**src/design/btm14_defines.vh**
```
// Register map, field positions and reset values of the 14-bit base timer
`ifndef BTM14_DEFINES_VH
`define BTM14_DEFINES_VH

// Register indices; byte address on the bus is four times the index
`define BTM14_IDX_INPUT_SIGNAL_SELECT 16'hfe5f
`define BTM14_IDX_BASE_TIMER_CONTROL  16'hfe7f
`define BTM14_IDX_COUNT_LOW           16'hfe7d
`define BTM14_IDX_COUNT_HIGH          16'hfe7e

// Reset values
`define BTM14_RST_INPUT_SIGNAL_SELECT 8'h00
`define BTM14_RST_BASE_TIMER_CONTROL  8'h00

// Control register fields
`define BTM14_CTL_INT0_ENABLE         0
`define BTM14_CTL_INT0_FLAG           1
`define BTM14_CTL_INT1_ENABLE         2
`define BTM14_CTL_INT1_FLAG           3
`define BTM14_CTL_INT1_SEL_LO         4
`define BTM14_CTL_INT1_SEL_HI         5
`define BTM14_CTL_RUN_CONTINUE        6
`define BTM14_CTL_INT0_SHORT          7

// Input signal select fields
`define BTM14_INSEL_BUZZER_ENABLE     3
`define BTM14_INSEL_CLK_SEL_LO        4
`define BTM14_INSEL_CLK_SEL_HI        5

// Clock source codes
`define BTM14_SRC_SUB_A               2'h0
`define BTM14_SRC_CYCLE               2'h1
`define BTM14_SRC_SUB_B               2'h2
`define BTM14_SRC_T0_PRESCALE         2'h3

// Counter terminal values and interrupt 1 period masks
`define BTM14_CNT8_MAX                8'hff
`define BTM14_CNT6_MAX                6'h3f
`define BTM14_CNT8_MASK_32            8'h1f
`define BTM14_CNT8_MASK_128           8'h7f
`define BTM14_CNT6_MASK_BIT0          6'h01
`define BTM14_CNT6_MASK_BIT2          6'h07

// Buzzer divide: input clock over sixteen
`define BTM14_BUZ_DIV_BITS            4

`endif

```
**src/design/btm14_clk_sel.v**
```verilog
// Input clock source synchroniser, select and rising-edge tick generator
`include "btm14_defines.vh"

module btm14_clk_sel
(
  input  wire       clk,
  input  wire       rst_b,
  input  wire       subclock,
  input  wire       cycle_clock,
  input  wire       t0_prescale_out,
  input  wire [1:0] clock_source_sel,
  output wire       input_clock_tick
);

  reg  [2:0] meta_ff;
  reg  [2:0] sync_ff;
  reg        sel_dly_ff;
  reg        sel_lvl;

  // Two-stage synchronisers; first stage read only by second
  always @(posedge clk or negedge rst_b)
  begin
    if (!rst_b)
    begin
      meta_ff <= 3'h0;
      sync_ff <= 3'h0;
    end
    else
    begin
      meta_ff <= {t0_prescale_out, cycle_clock, subclock};
      sync_ff <= meta_ff;
    end
  end

  // Source select on the synchronised levels
  always @*
  begin
    case (clock_source_sel)
      `BTM14_SRC_CYCLE:       sel_lvl = sync_ff[1];
      `BTM14_SRC_T0_PRESCALE: sel_lvl = sync_ff[2];
      default:                sel_lvl = sync_ff[0];
    endcase
  end

  // Delay for edge detect; a source switch may yield one stray tick
  always @(posedge clk or negedge rst_b)
  begin
    if (!rst_b)
      sel_dly_ff <= 1'b0;
    else
      sel_dly_ff <= sel_lvl;
  end

  assign input_clock_tick = sel_lvl & ~sel_dly_ff;

endmodule // btm14_clk_sel

```
**src/design/btm14_buzzer.v**
```verilog
// Buzzer divider and port pin gating with the pwm high output
`include "btm14_defines.vh"

module btm14_buzzer
(
  input  wire clk,
  input  wire rst_b,
  input  wire input_clock_tick,
  input  wire buzzer_enable,
  input  wire pwm_high_output,
  output wire buzzer_port_pin
);

  reg  [`BTM14_BUZ_DIV_BITS-1:0] div_ff;
  reg                            pin_ff;

  // Free divider of input clock ticks; top bit is the divide by sixteen
  always @(posedge clk or negedge rst_b)
  begin
    if (!rst_b)
      div_ff <= {`BTM14_BUZ_DIV_BITS{1'b0}};
    else if (input_clock_tick)
      div_ff <= div_ff + {{(`BTM14_BUZ_DIV_BITS-1){1'b0}}, 1'b1};
  end

  // Held high when disabled, then ANDed with pwm before the pin
  always @(posedge clk or negedge rst_b)
  begin
    if (!rst_b)
      pin_ff <= 1'b1;
    else
      pin_ff <= (buzzer_enable ? div_ff[`BTM14_BUZ_DIV_BITS-1] : 1'b1)
                & pwm_high_output;
  end

  assign buzzer_port_pin = pin_ff;

endmodule // btm14_buzzer

```
**src/design/btm14_base_timer.v**
```verilog
// Base timer top: bus slave, cascaded counters, interrupt flags, hold release
`include "btm14_defines.vh"

module btm14_base_timer
(
  input  wire        clk,
  input  wire        rst_b,
  input  wire [17:0] avs_address,
  input  wire [3:0]  avs_byteenable,
  input  wire        avs_read,
  input  wire        avs_write,
  input  wire [31:0] avs_writedata,
  output wire [31:0] avs_readdata,
  output wire        avs_waitrequest,
  input  wire        subclock,
  input  wire        cycle_clock,
  input  wire        t0_prescale_out,
  input  wire        pwm_high_output,
  input  wire        hold_mode,
  input  wire        power_control_timer_hold,
  output wire        buzzer_port_pin,
  output wire        irq_base_timer,
  output wire        hold_release
);

  reg  [7:0]  ctl_ff;
  reg  [7:0]  nxt_ctl;
  reg  [7:0]  insel_ff;
  reg  [7:0]  cnt8_ff;
  reg  [7:0]  nxt_cnt8;
  reg  [5:0]  cnt6_ff;
  reg  [5:0]  nxt_cnt6;
  reg         ack_ff;
  reg  [31:0] rdata_ff;
  reg         irq_ff;
  reg  [7:0]  rd_byte;
  reg         int1_evt;
  reg  [5:0]  int1_mask6;

  wire        tick;
  wire        req;
  wire        wr_go;
  wire [15:0] word_idx;
  wire        addr_ok;
  wire        hit_ctl;
  wire        hit_insel;
  wire        hit_lo;
  wire        hit_hi;
  wire        wr_ctl;
  wire        wr_insel;
  wire        wr_clr8;
  wire        wr_clr6;
  wire [7:0]  wbyte;
  wire        short_mode;
  wire        run_cont;
  wire        at_zero;
  wire        hold_gate;
  wire        count_on;
  wire        inc8;
  wire        ovf8;
  wire        inc6;
  wire        ovf6;
  wire        int0_evt;
  wire        sel_change;
  wire        int1_spur;
  wire        int1_set;
  wire [1:0]  int1_sel;
  wire [1:0]  irq_term;
  genvar      gi;

  // Clock source select and tick generation
  btm14_clk_sel u_clk_sel
  (
    .clk              (clk),
    .rst_b            (rst_b),
    .subclock         (subclock),
    .cycle_clock      (cycle_clock),
    .t0_prescale_out  (t0_prescale_out),
    .clock_source_sel (insel_ff[`BTM14_INSEL_CLK_SEL_HI:`BTM14_INSEL_CLK_SEL_LO]),
    .input_clock_tick (tick)
  );

  // Buzzer keeps running off the tick, not gated by the counters
  btm14_buzzer u_buzzer
  (
    .clk              (clk),
    .rst_b            (rst_b),
    .input_clock_tick (tick),
    .buzzer_enable    (insel_ff[`BTM14_INSEL_BUZZER_ENABLE]),
    .pwm_high_output  (pwm_high_output),
    .buzzer_port_pin  (buzzer_port_pin)
  );

  // Bus slave: one wait cycle, answer on the second edge of a request
  assign req             = avs_read | avs_write;
  assign avs_waitrequest = req & ~ack_ff;
  assign wr_go           = avs_write & ack_ff & avs_byteenable[0];

  // Word index and low byte lane; misaligned addresses hit nothing
  assign word_idx        = avs_address[17:2];
  assign addr_ok         = (avs_address[1:0] == 2'h0);
  assign wbyte           = avs_writedata[7:0];

  // Register hits, decoded once for the write strobes
  assign hit_ctl   = addr_ok & (word_idx == `BTM14_IDX_BASE_TIMER_CONTROL);
  assign hit_insel = addr_ok & (word_idx == `BTM14_IDX_INPUT_SIGNAL_SELECT);
  assign hit_lo    = addr_ok & (word_idx == `BTM14_IDX_COUNT_LOW);
  assign hit_hi    = addr_ok & (word_idx == `BTM14_IDX_COUNT_HIGH);

  // Write strobes; the count stages clear on a write of any value
  assign wr_ctl   = wr_go & hit_ctl;
  assign wr_insel = wr_go & hit_insel;
  assign wr_clr8  = wr_go & hit_lo;
  assign wr_clr6  = wr_go & hit_hi;

  // Ack lasts one cycle, so every request sees exactly one wait cycle
  always @(posedge clk or negedge rst_b)
  begin
    if (!rst_b)
      ack_ff <= 1'b0;
    else
      ack_ff <= req & ~ack_ff;
  end

  // Read mux; unmapped addresses read as zero
  always @*
  begin
    rd_byte = 8'h00;
    if (addr_ok)
    begin
      case (word_idx)
        `BTM14_IDX_BASE_TIMER_CONTROL:  rd_byte = ctl_ff;
        `BTM14_IDX_INPUT_SIGNAL_SELECT: rd_byte = insel_ff;
        `BTM14_IDX_COUNT_LOW:           rd_byte = cnt8_ff;
        `BTM14_IDX_COUNT_HIGH:          rd_byte = {2'h0, cnt6_ff};
        default:                        rd_byte = 8'h00;
      endcase
    end
  end

  // Read data captured in the wait cycle, stands at the answering edge
  always @(posedge clk or negedge rst_b)
  begin
    if (!rst_b)
      rdata_ff <= 32'h0000_0000;
    else if (avs_read & ~ack_ff)
      rdata_ff <= {24'h00_0000, rd_byte};
  end

  // Flopped read data, so the bus output never glitches
  assign avs_readdata = rdata_ff;

  // Input signal select: all bits stored, only clock and buzzer used here
  always @(posedge clk or negedge rst_b)
  begin
    if (!rst_b)
      insel_ff <= `BTM14_RST_INPUT_SIGNAL_SELECT;
    else if (wr_insel)
      insel_ff <= wbyte;
  end

  // Counting gate
  assign short_mode = ctl_ff[`BTM14_CTL_INT0_SHORT];
  assign run_cont   = ctl_ff[`BTM14_CTL_RUN_CONTINUE];
  assign int1_sel   = ctl_ff[`BTM14_CTL_INT1_SEL_HI:`BTM14_CTL_INT1_SEL_LO];
  assign at_zero    = (cnt8_ff == 8'h00) & (cnt6_ff == 6'h00);
  // Hold mode stops the timer unless the power control bit keeps it alive
  assign hold_gate  = ~hold_mode | power_control_timer_hold;
  assign count_on   = tick & hold_gate & (run_cont | ~at_zero);

  // Cascade: six-bit stage on tick in short mode, else on byte overflow
  assign inc8 = count_on;
  assign ovf8 = inc8 & (cnt8_ff == `BTM14_CNT8_MAX);
  assign inc6 = short_mode ? count_on : ovf8;
  assign ovf6 = inc6 & (cnt6_ff == `BTM14_CNT6_MAX);

  // Counter next values; a software write clears the addressed stage
  always @*
  begin
    nxt_cnt8 = cnt8_ff;
    nxt_cnt6 = cnt6_ff;
    if (inc8)
      nxt_cnt8 = cnt8_ff + 8'h01;
    if (inc6)
      nxt_cnt6 = cnt6_ff + 6'h01;
    if (wr_clr8)
      nxt_cnt8 = 8'h00;
    if (wr_clr6)
      nxt_cnt6 = 6'h00;
  end

  // Both stages load their next value on every edge
  always @(posedge clk or negedge rst_b)
  begin
    if (!rst_b)
    begin
      cnt8_ff <= 8'h00;
      cnt6_ff <= 6'h00;
    end
    else
    begin
      cnt8_ff <= nxt_cnt8;
      cnt6_ff <= nxt_cnt6;
    end
  end

  // Interrupt 0: six-bit wrap gives 64 or 16384 input clocks
  assign int0_evt = ovf6;

  // Interrupt 1 period decode
  always @*
  begin
    int1_mask6 = `BTM14_CNT6_MASK_BIT0;
    int1_evt   = 1'b0;
    case ({short_mode, int1_sel})
      3'h0, 3'h4:
        int1_evt = inc8 & ((cnt8_ff & `BTM14_CNT8_MASK_32) == `BTM14_CNT8_MASK_32);
      3'h1, 3'h5:
        int1_evt = inc8 & ((cnt8_ff & `BTM14_CNT8_MASK_128) == `BTM14_CNT8_MASK_128);
      3'h2, 3'h6:
      begin
        int1_mask6 = `BTM14_CNT6_MASK_BIT0;
        int1_evt   = inc6 & ((cnt6_ff & int1_mask6) == int1_mask6);
      end
      3'h3, 3'h7:
      begin
        int1_mask6 = `BTM14_CNT6_MASK_BIT2;
        int1_evt   = inc6 & ((cnt6_ff & int1_mask6) == int1_mask6);
      end
      default:
        int1_evt = 1'b0;
    endcase
  end

  // Changing the interrupt 1 select while active raises the flag
  assign sel_change = wr_ctl &
    (wbyte[`BTM14_CTL_INT1_SEL_HI:`BTM14_CTL_INT1_SEL_LO] !=
     int1_sel);
  assign int1_spur  = sel_change & (run_cont | ~at_zero);
  assign int1_set   = int1_evt | int1_spur;

  // Control register; hardware set wins over a write in the same cycle
  always @*
  begin
    nxt_ctl = ctl_ff;
    if (wr_ctl)
      nxt_ctl = wbyte;
    if (int1_set)
      nxt_ctl[`BTM14_CTL_INT1_FLAG] = 1'b1;
    if (int0_evt)
      nxt_ctl[`BTM14_CTL_INT0_FLAG] = 1'b1;
  end

  // Control register flops
  always @(posedge clk or negedge rst_b)
  begin
    if (!rst_b)
      ctl_ff <= `BTM14_RST_BASE_TIMER_CONTROL;
    else
      ctl_ff <= nxt_ctl;
  end

  // Per-interrupt request terms; each flag sits one bit above its enable
  generate
    for (gi = 0; gi < 2; gi = gi + 1)
    begin : g_irq_term
      assign irq_term[gi] = ctl_ff[`BTM14_CTL_INT0_FLAG + 2*gi] &
                            ctl_ff[`BTM14_CTL_INT0_ENABLE + 2*gi];
    end
  endgenerate

  // Request and hold release share one registered level
  always @(posedge clk or negedge rst_b)
  begin
    if (!rst_b)
      irq_ff <= 1'b0;
    else
      irq_ff <= |irq_term;
  end

  // Hold release wakes the crystal hold state whenever a request stands
  assign irq_base_timer = irq_ff;
  assign hold_release   = irq_ff;

endmodule // btm14_base_timer

```
**config.mk**
```make
export PLATFORM = sky130hd
export DESIGN_NAME = btm14_base_timer
export DESIGN_NICKNAME = d
export VERILOG_FILES = /design/src/design/btm14_clk_sel.v /design/src/design/btm14_buzzer.v /design/src/design/btm14_base_timer.v
export VERILOG_INCLUDE_DIRS = /design/src /design/src/design
export SDC_FILE = /design/constraint.sdc
export NUM_CORES = 1
export LEC_CHECK = 0
export BUFFER_PORTS_ARGS = -buffer_cell sky130_fd_sc_hd__buf_2
export CORE_UTILIZATION = 54
export DETAILED_ROUTE_END_ITERATION = 6
export HOLD_SLACK_MARGIN = 0.08
export PLACE_DENSITY = 0.86
export SYNTH_ARGS = -nofsm -noshare
export SYNTH_HDL_FRONTEND = slang
export SYNTH_SLANG_ARGS = --single-unit
export TNS_END_PERCENT = 10
```
**constraint.sdc**
```tcl
create_clock -name clk -period 4.77 [get_ports clk]
set_input_delay 0.954 -clock clk [delete_from_list [all_inputs] [get_ports clk]]
set_output_delay 0.954 -clock clk [all_outputs]
set_load 0.03 [all_outputs]
```
### Yosys cells after proc, flatten, opt, wreduce, memory -nomap -nowiden

Index checks and enable logic that the tools add are counted.

* bits in registers: 52
* bits of input ports: 64
* word-level logic and storage cells: 97

* add/sub/neg operators: 3
* eq/ne operators: 19
* multiplexer cells: 13
* bitwise operators: 35
* reduce and logical (&&, ||, !) cells: 13

Operators with widths (number)
* $eq 16x16->1 const B: 4
* $pmux 8 s4: 1
* $and 1x1->1: 27
* $mux 8: 3
* $eq 3x3->1 const B: 5
* $mux 6: 2
* $reduce_or 2->1: 5
* $add 8x1->8 const B: 1
* $eq 8x8->1 const B: 1
* $logic_not 8->1: 1
* $reduce_bool 2->1: 4
* $eq 7x7->1 const B: 1
* $add 6x1->6 const B: 1
* $eq 3x2->1 const B: 2
* $eq 6x6->1 const B: 1
* $logic_not 6->1: 1
* $eq 5x5->1 const B: 1
* $add 4x1->4 const B: 1
* $mux 1: 4
* $mux 4: 1
* $not 1->1: 4
* $or 1x1->1: 4
* $pmux 1 s4: 1
* $eq 3x1->1 const B: 1
* other kinds (6): 6

### Depth between registers and ports, before layout

* depth in word-level cells: 11
* mapped depth: 8
* mapped depth without buffers: 7

### Hierarchy

A second synthesis with hierarchy kept.

* cells, all modules: 264
* area, all modules: 2822.7 sq um

Modules (own cells, without submodules)
* btm14_base_timer: times used 1, cells an instance 239, area an instance 2418.6 sq um
* btm14_clk_sel: times used 1, cells an instance 11, area an instance 206.4 sq um
* btm14_buzzer: times used 1, cells an instance 14, area an instance 197.7 sq um

### Worst setup path before layout

OpenSTA, ideal clock, no wires.

* path kind: input-to-output
* start: input port avs_write
* end: output port avs_waitrequest
* data arrival time: 1.406 ns
* required time: 3.816 ns
* slack: 2.410 ns
* cell stages on the path: 2
* path through: nor2_1 -> nor2_1

* cells in the longest elaborated chain, start to end: 2

Ends and longest elaborated chain
* from (decl): RTL line btm14_base_timer.v:11 `input wire avs_write,`
* $or 1x1->1: RTL line btm14_base_timer.v:95 `assign req = avs_read | avs_write;`
* $and 1x1->1: RTL line btm14_base_timer.v:96 `assign avs_waitrequest = req & ~ack_ff;`
* to (decl): RTL line btm14_base_timer.v:14 `output wire avs_waitrequest,`

Every way passes these cells.

### Worst setup path after layout

* start: input port avs_address[10]
* end: register cnt6_ff[0]

* cells in the longest elaborated chain, start to end: 4
* elaborated cells between the ends (all ways): 5
* those cells by class: 1 x eq/ne; 1 x mux; 2 x bitwise; 1 x reduce/logical

Ends and longest elaborated chain
* from (decl): RTL line btm14_base_timer.v:8 `input wire [17:0] avs_address,`
* $eq 16x16->1 (*)
* $and 1x1->1 (*): RTL line btm14_base_timer.v:108 `` assign hit_hi = addr_ok & (word_idx == `BTM14_IDX_COUNT_HIGH); ``
* $and 1x1->1 (*): RTL line btm14_base_timer.v:114 `assign wr_clr6 = wr_go & hit_hi;`
* $mux 6 / $reduce_bool 2->1 (equally long branches)
* to (signal assigned): RTL line btm14_base_timer.v:203 `cnt6_ff <= nxt_cnt6;`
* to (decl): RTL line btm14_base_timer.v:31 `reg [5:0] cnt6_ff;`

Every way passes the cells marked *; elsewhere a longest branch is shown, timed or not.
A chain may end at the register's enable or synchronous reset.

==> impl_metrics.json <==
{
  "p_per_area_mw_per_mm2": 314,
  "synth_top_area_share": 0.450,
  "postCtsHoldBufs": 0,
  "clkTransAtPathRegs_ns": 0.09,
  "holdPathEnd": "u_clk_sel.sync_ff[2]",
  "switching_share": 0.325,
  "drv_slew": 0,
  "detail_route.wl_per_cell_microns": 14.9,
  "hold_path_class": "reg -> reg",
  "required_ns": 4.94,
  "ant_nets": 0,
  "netlist_top_cells_area": "dfrtp_1, mux2_2, buf_4",
  "nNetsFinal": 392,
  "die_area_sq_mm": 0.00555,
  "fmax_ghz": 0.416,
  "r2r_cells": 5,
  "portBuffers": 48,
  "rsz0062_at_grt": "no",
  "core_sq_mm": 0.00507,
  "yosys_warnings": 0,
  "cts_buffers": 5,
  "start_util": 0.559,
  "first_global_vias": 1944,
  "tightest_slew_ns": 1.12,
  "switchingPower_mw": 0.318,
  "synth_common_cells": "dfrtp_1, buf_4, nand2_1, mux2_2, o21ai_0",
  "leakagePower_nw": 1.51,
  "fin_tns_setup_ns": 0,
  "drcViolationCount": 0,
  "maxCapViolCount": 0,
  "grt_start_max_net_pins": 53,
  "fill_cells": 430,
  "cp.arrival_ns": 2.57,
  "period_minus_slack_ns": 2.40,
  "synth_flop_cell": "dfrtp_1",
  "syn_inst": 275,
  "routabilityCongestion": 0.927,
  "area_growth_pct": 10.1,
  "worstSetupEndpointType": "flip-flop",
  "wl_mm": 5.86,
  "pwr-share-comb": 0.186,
  "r2r-end": "cnt6_ff[3]",
  "worst-r2r-setup-slack_ns": 2.56,
  "clkPwrFrac": 0.260,
  "clockRootBuffer": "clkbuf_8",
  "postSynth.asyncResetShare": 1.00,
  "ys_ff_latch": 52,
  "num_vias": 2193,
  "via_per_inst": 5.59,
  "yosysMostFrequentCell": "dfrtp_1",
  "start_kind": "input port",
  "finalPower_mw": 0.979,
  "first_pass_iters": 5,
  "hold_path.startpoint": "u_clk_sel.meta_ff[2]",
  "finalHoldViolCount": 0,
  "setup_violations": 0,
  "cts_num_sinks": 52,
  "syn-cell-area_sq_mm": 0.00284,
  "drt_iter0_markers": 160,
  "holdPathStages": 0,
  "status": "finished clean",
  "synth_cell_type_count": 45,
  "ir_drop_v": 0.000173,
  "holdWs_ns": 0.355,
  "cts_tree": "yes",
  "ios": 100,
  "fp.dieW_microns": 74.5,
  "critPathMaxFanout": 5,
  "antenna_found_initial": 0,
  "grt_pass1_wl_mm": 9.21,
  "maxSlewHeadroom": 0.251,
  "postLayoutCellArea_sq_mm": 0.00312,
  "fin_crit_sh": 0.504,
  "finClkSkew_ns": 0.0137,
  "cp_cell_sequence": "buf_2 > nand4bb_1 > nor4_1 > nand2_1 > nor4b_1 > nor2_1",
  "avgSynthCellArea_sq_um": 10.3,
  "num_rows": 26,
  "cts-resized-gates": 0,
  "p_int_mw": 0.661,
  "grt.total_usage": 0.223,
  "critPathKind": "in -> reg",
  "postCtsSetupBuffers": 0,
  "cpMaxStageDelayCell": "nor4b_1",
  "grt_remaining_overflow": 0,
  "max_stage_delay_ns": 0.72,
  "hpwl_mm": 4.37,
  "n_antenna_cell": 0,
  "synth_top_area_cell": "dfrtp_1",
  "cts.htree.levels": 2,
  "dpl_cell_area_sq_mm": 0.00303,
  "fp.dieH_microns": 74.5,
  "drive_above_1_share": 0.264,
  "rr_startpoint": "insel_ff[5]",
  "clock_latency_ns": 0.31,
  "ys_seq_area_frac": 0.459,
  "synth_edf_count": 0,
  "seqPwrFrac": 0.554,
  "cts_buffer_depth": 2
}
## power by group through the flow
stage | clock, mW | sequential (mW) | combinational [mW]
final | 0.255 | 0.542 | 0.182
after global routing | 0.274 | 0.548 | 0.207
after CTS | 0.258 | 0.542 | 0.184
after detailed placement | 0 | 0.550 | 0.183
after global placement | 0 | 0.546 | 0.173
after floorplan | 0 | 0.532 | 0.143
## critical path, delay by kind of cell
kind          cells  cell delay, ns
buf+inv           1            0.10
simple gates      5            1.52
## worst max path at each step
stage / slack [ns] / cells past startpoint / start / endpoint
floorplan: 2.41 / 2 / avs_write / avs_waitrequest
finish: 2.37 / 6 / avs_address[10] / cnt6_ff[0]
CTS: 2.38 / 4 / avs_write / avs_waitrequest
global route: 2.21 / 6 / avs_address[10] / cnt6_ff[4]
global placement: 2.11 / 6 / avs_address[10] / cnt6_ff[0]
detailed placement: 2.06 / 6 / avs_address[10] / cnt6_ff[0]
## routing by layer
layer	GRT usage	part of all wire
met5	0	0
met4	0.0943	0.017
met3	0.0461	0.068
met2	0.364	0.48
met1	0.288	0.43
## cells in the final DEF, fill, tap and decap left out, types with 4 or more instances in the layout
| cell | synthesis | layout |
|---|---|---|
| dfrtp_1 | 51 | 51 |
| a21oi_1 | 6 | 6 |
| mux2i_1 | 4 | 4 |
| mux2_2 | 23 | 23 |
| nor2_1 | 15 | 15 |
| nand2_1 | 24 | 24 |
| o21ai_0 | 17 | 17 |
| xor2_1 | 5 | 5 |
| and3_1 | 4 | 4 |
| a22o_1 | 5 | 5 |
| nand4_1 | 12 | 12 |
| buf_2 | 1 | 48 |
| nand3_1 | 9 | 9 |
| ha_1 | 7 | 7 |
| nor3_1 | 4 | 4 |
| clkbuf_8 | 0 | 5 |
| conb_1 | 1 | 24 |
| nor4b_1 | 4 | 4 |
| a22oi_1 | 6 | 6 |
| inv_1 | 7 | 7 |
| xnor2_1 | 6 | 6 |
## sequential cells by signal (all words and copies together), names as in the netlist
name / cells
avs_readdata: 8
cnt8_ff: 8
ctl_ff: 8
insel_ff: 8
cnt6_ff: 6
u_buzzer.div_ff: 4
u_clk_sel.meta_ff: 3
u_clk_sel.sync_ff: 3
ack_ff: 1
hold_release: 1
u_buzzer.buzzer_port_pin: 1
u_clk_sel.sel_dly_ff: 1
## area by class of cell
cell class              instances  area [sq um]  area share
inverters                       7          26.3     0.00842
well taps                      70          87.6      0.0281
clock buffers                   5          68.8      0.0220
clock inverters                 3          21.3     0.00681
multi-input cells             206          1370       0.438
flip-flops and latches         52          1300       0.417
repair buffers                 49           248      0.0794
## per-stage QoR
stage | util | setup WS, ns | std cells
2_1_floorplan | - | 2.41 | 298
3_3_place_gp | 0.597 | 2.11 | 384
3_5_place_dp | 0.597 | 2.06 | 384
4_1_cts | 0.615 | 2.38 | 392
5_1_grt | 0.615 | 2.21 | 392
6_report | 0.615 | 2.37 | 392
## kinds of logic (layout without fill, tap and decap cells)
kind of cell	after synthesis	after routing	synth area share
flip-flops	52	52	0.459
AO/OA/AOI/OAI	44	44	0.103
multiplexers	27	27	0.105
AND/OR/NAND/NOR	93	93	0.177
XOR/XNOR	11	11	0.0340
adder cells (fa/ha/maj)	7	7	0.0309
buffers and inverters	40	64	0.0891
other	1	24	0.00132
No activity file was read; power rests on OpenSTA's default activity.
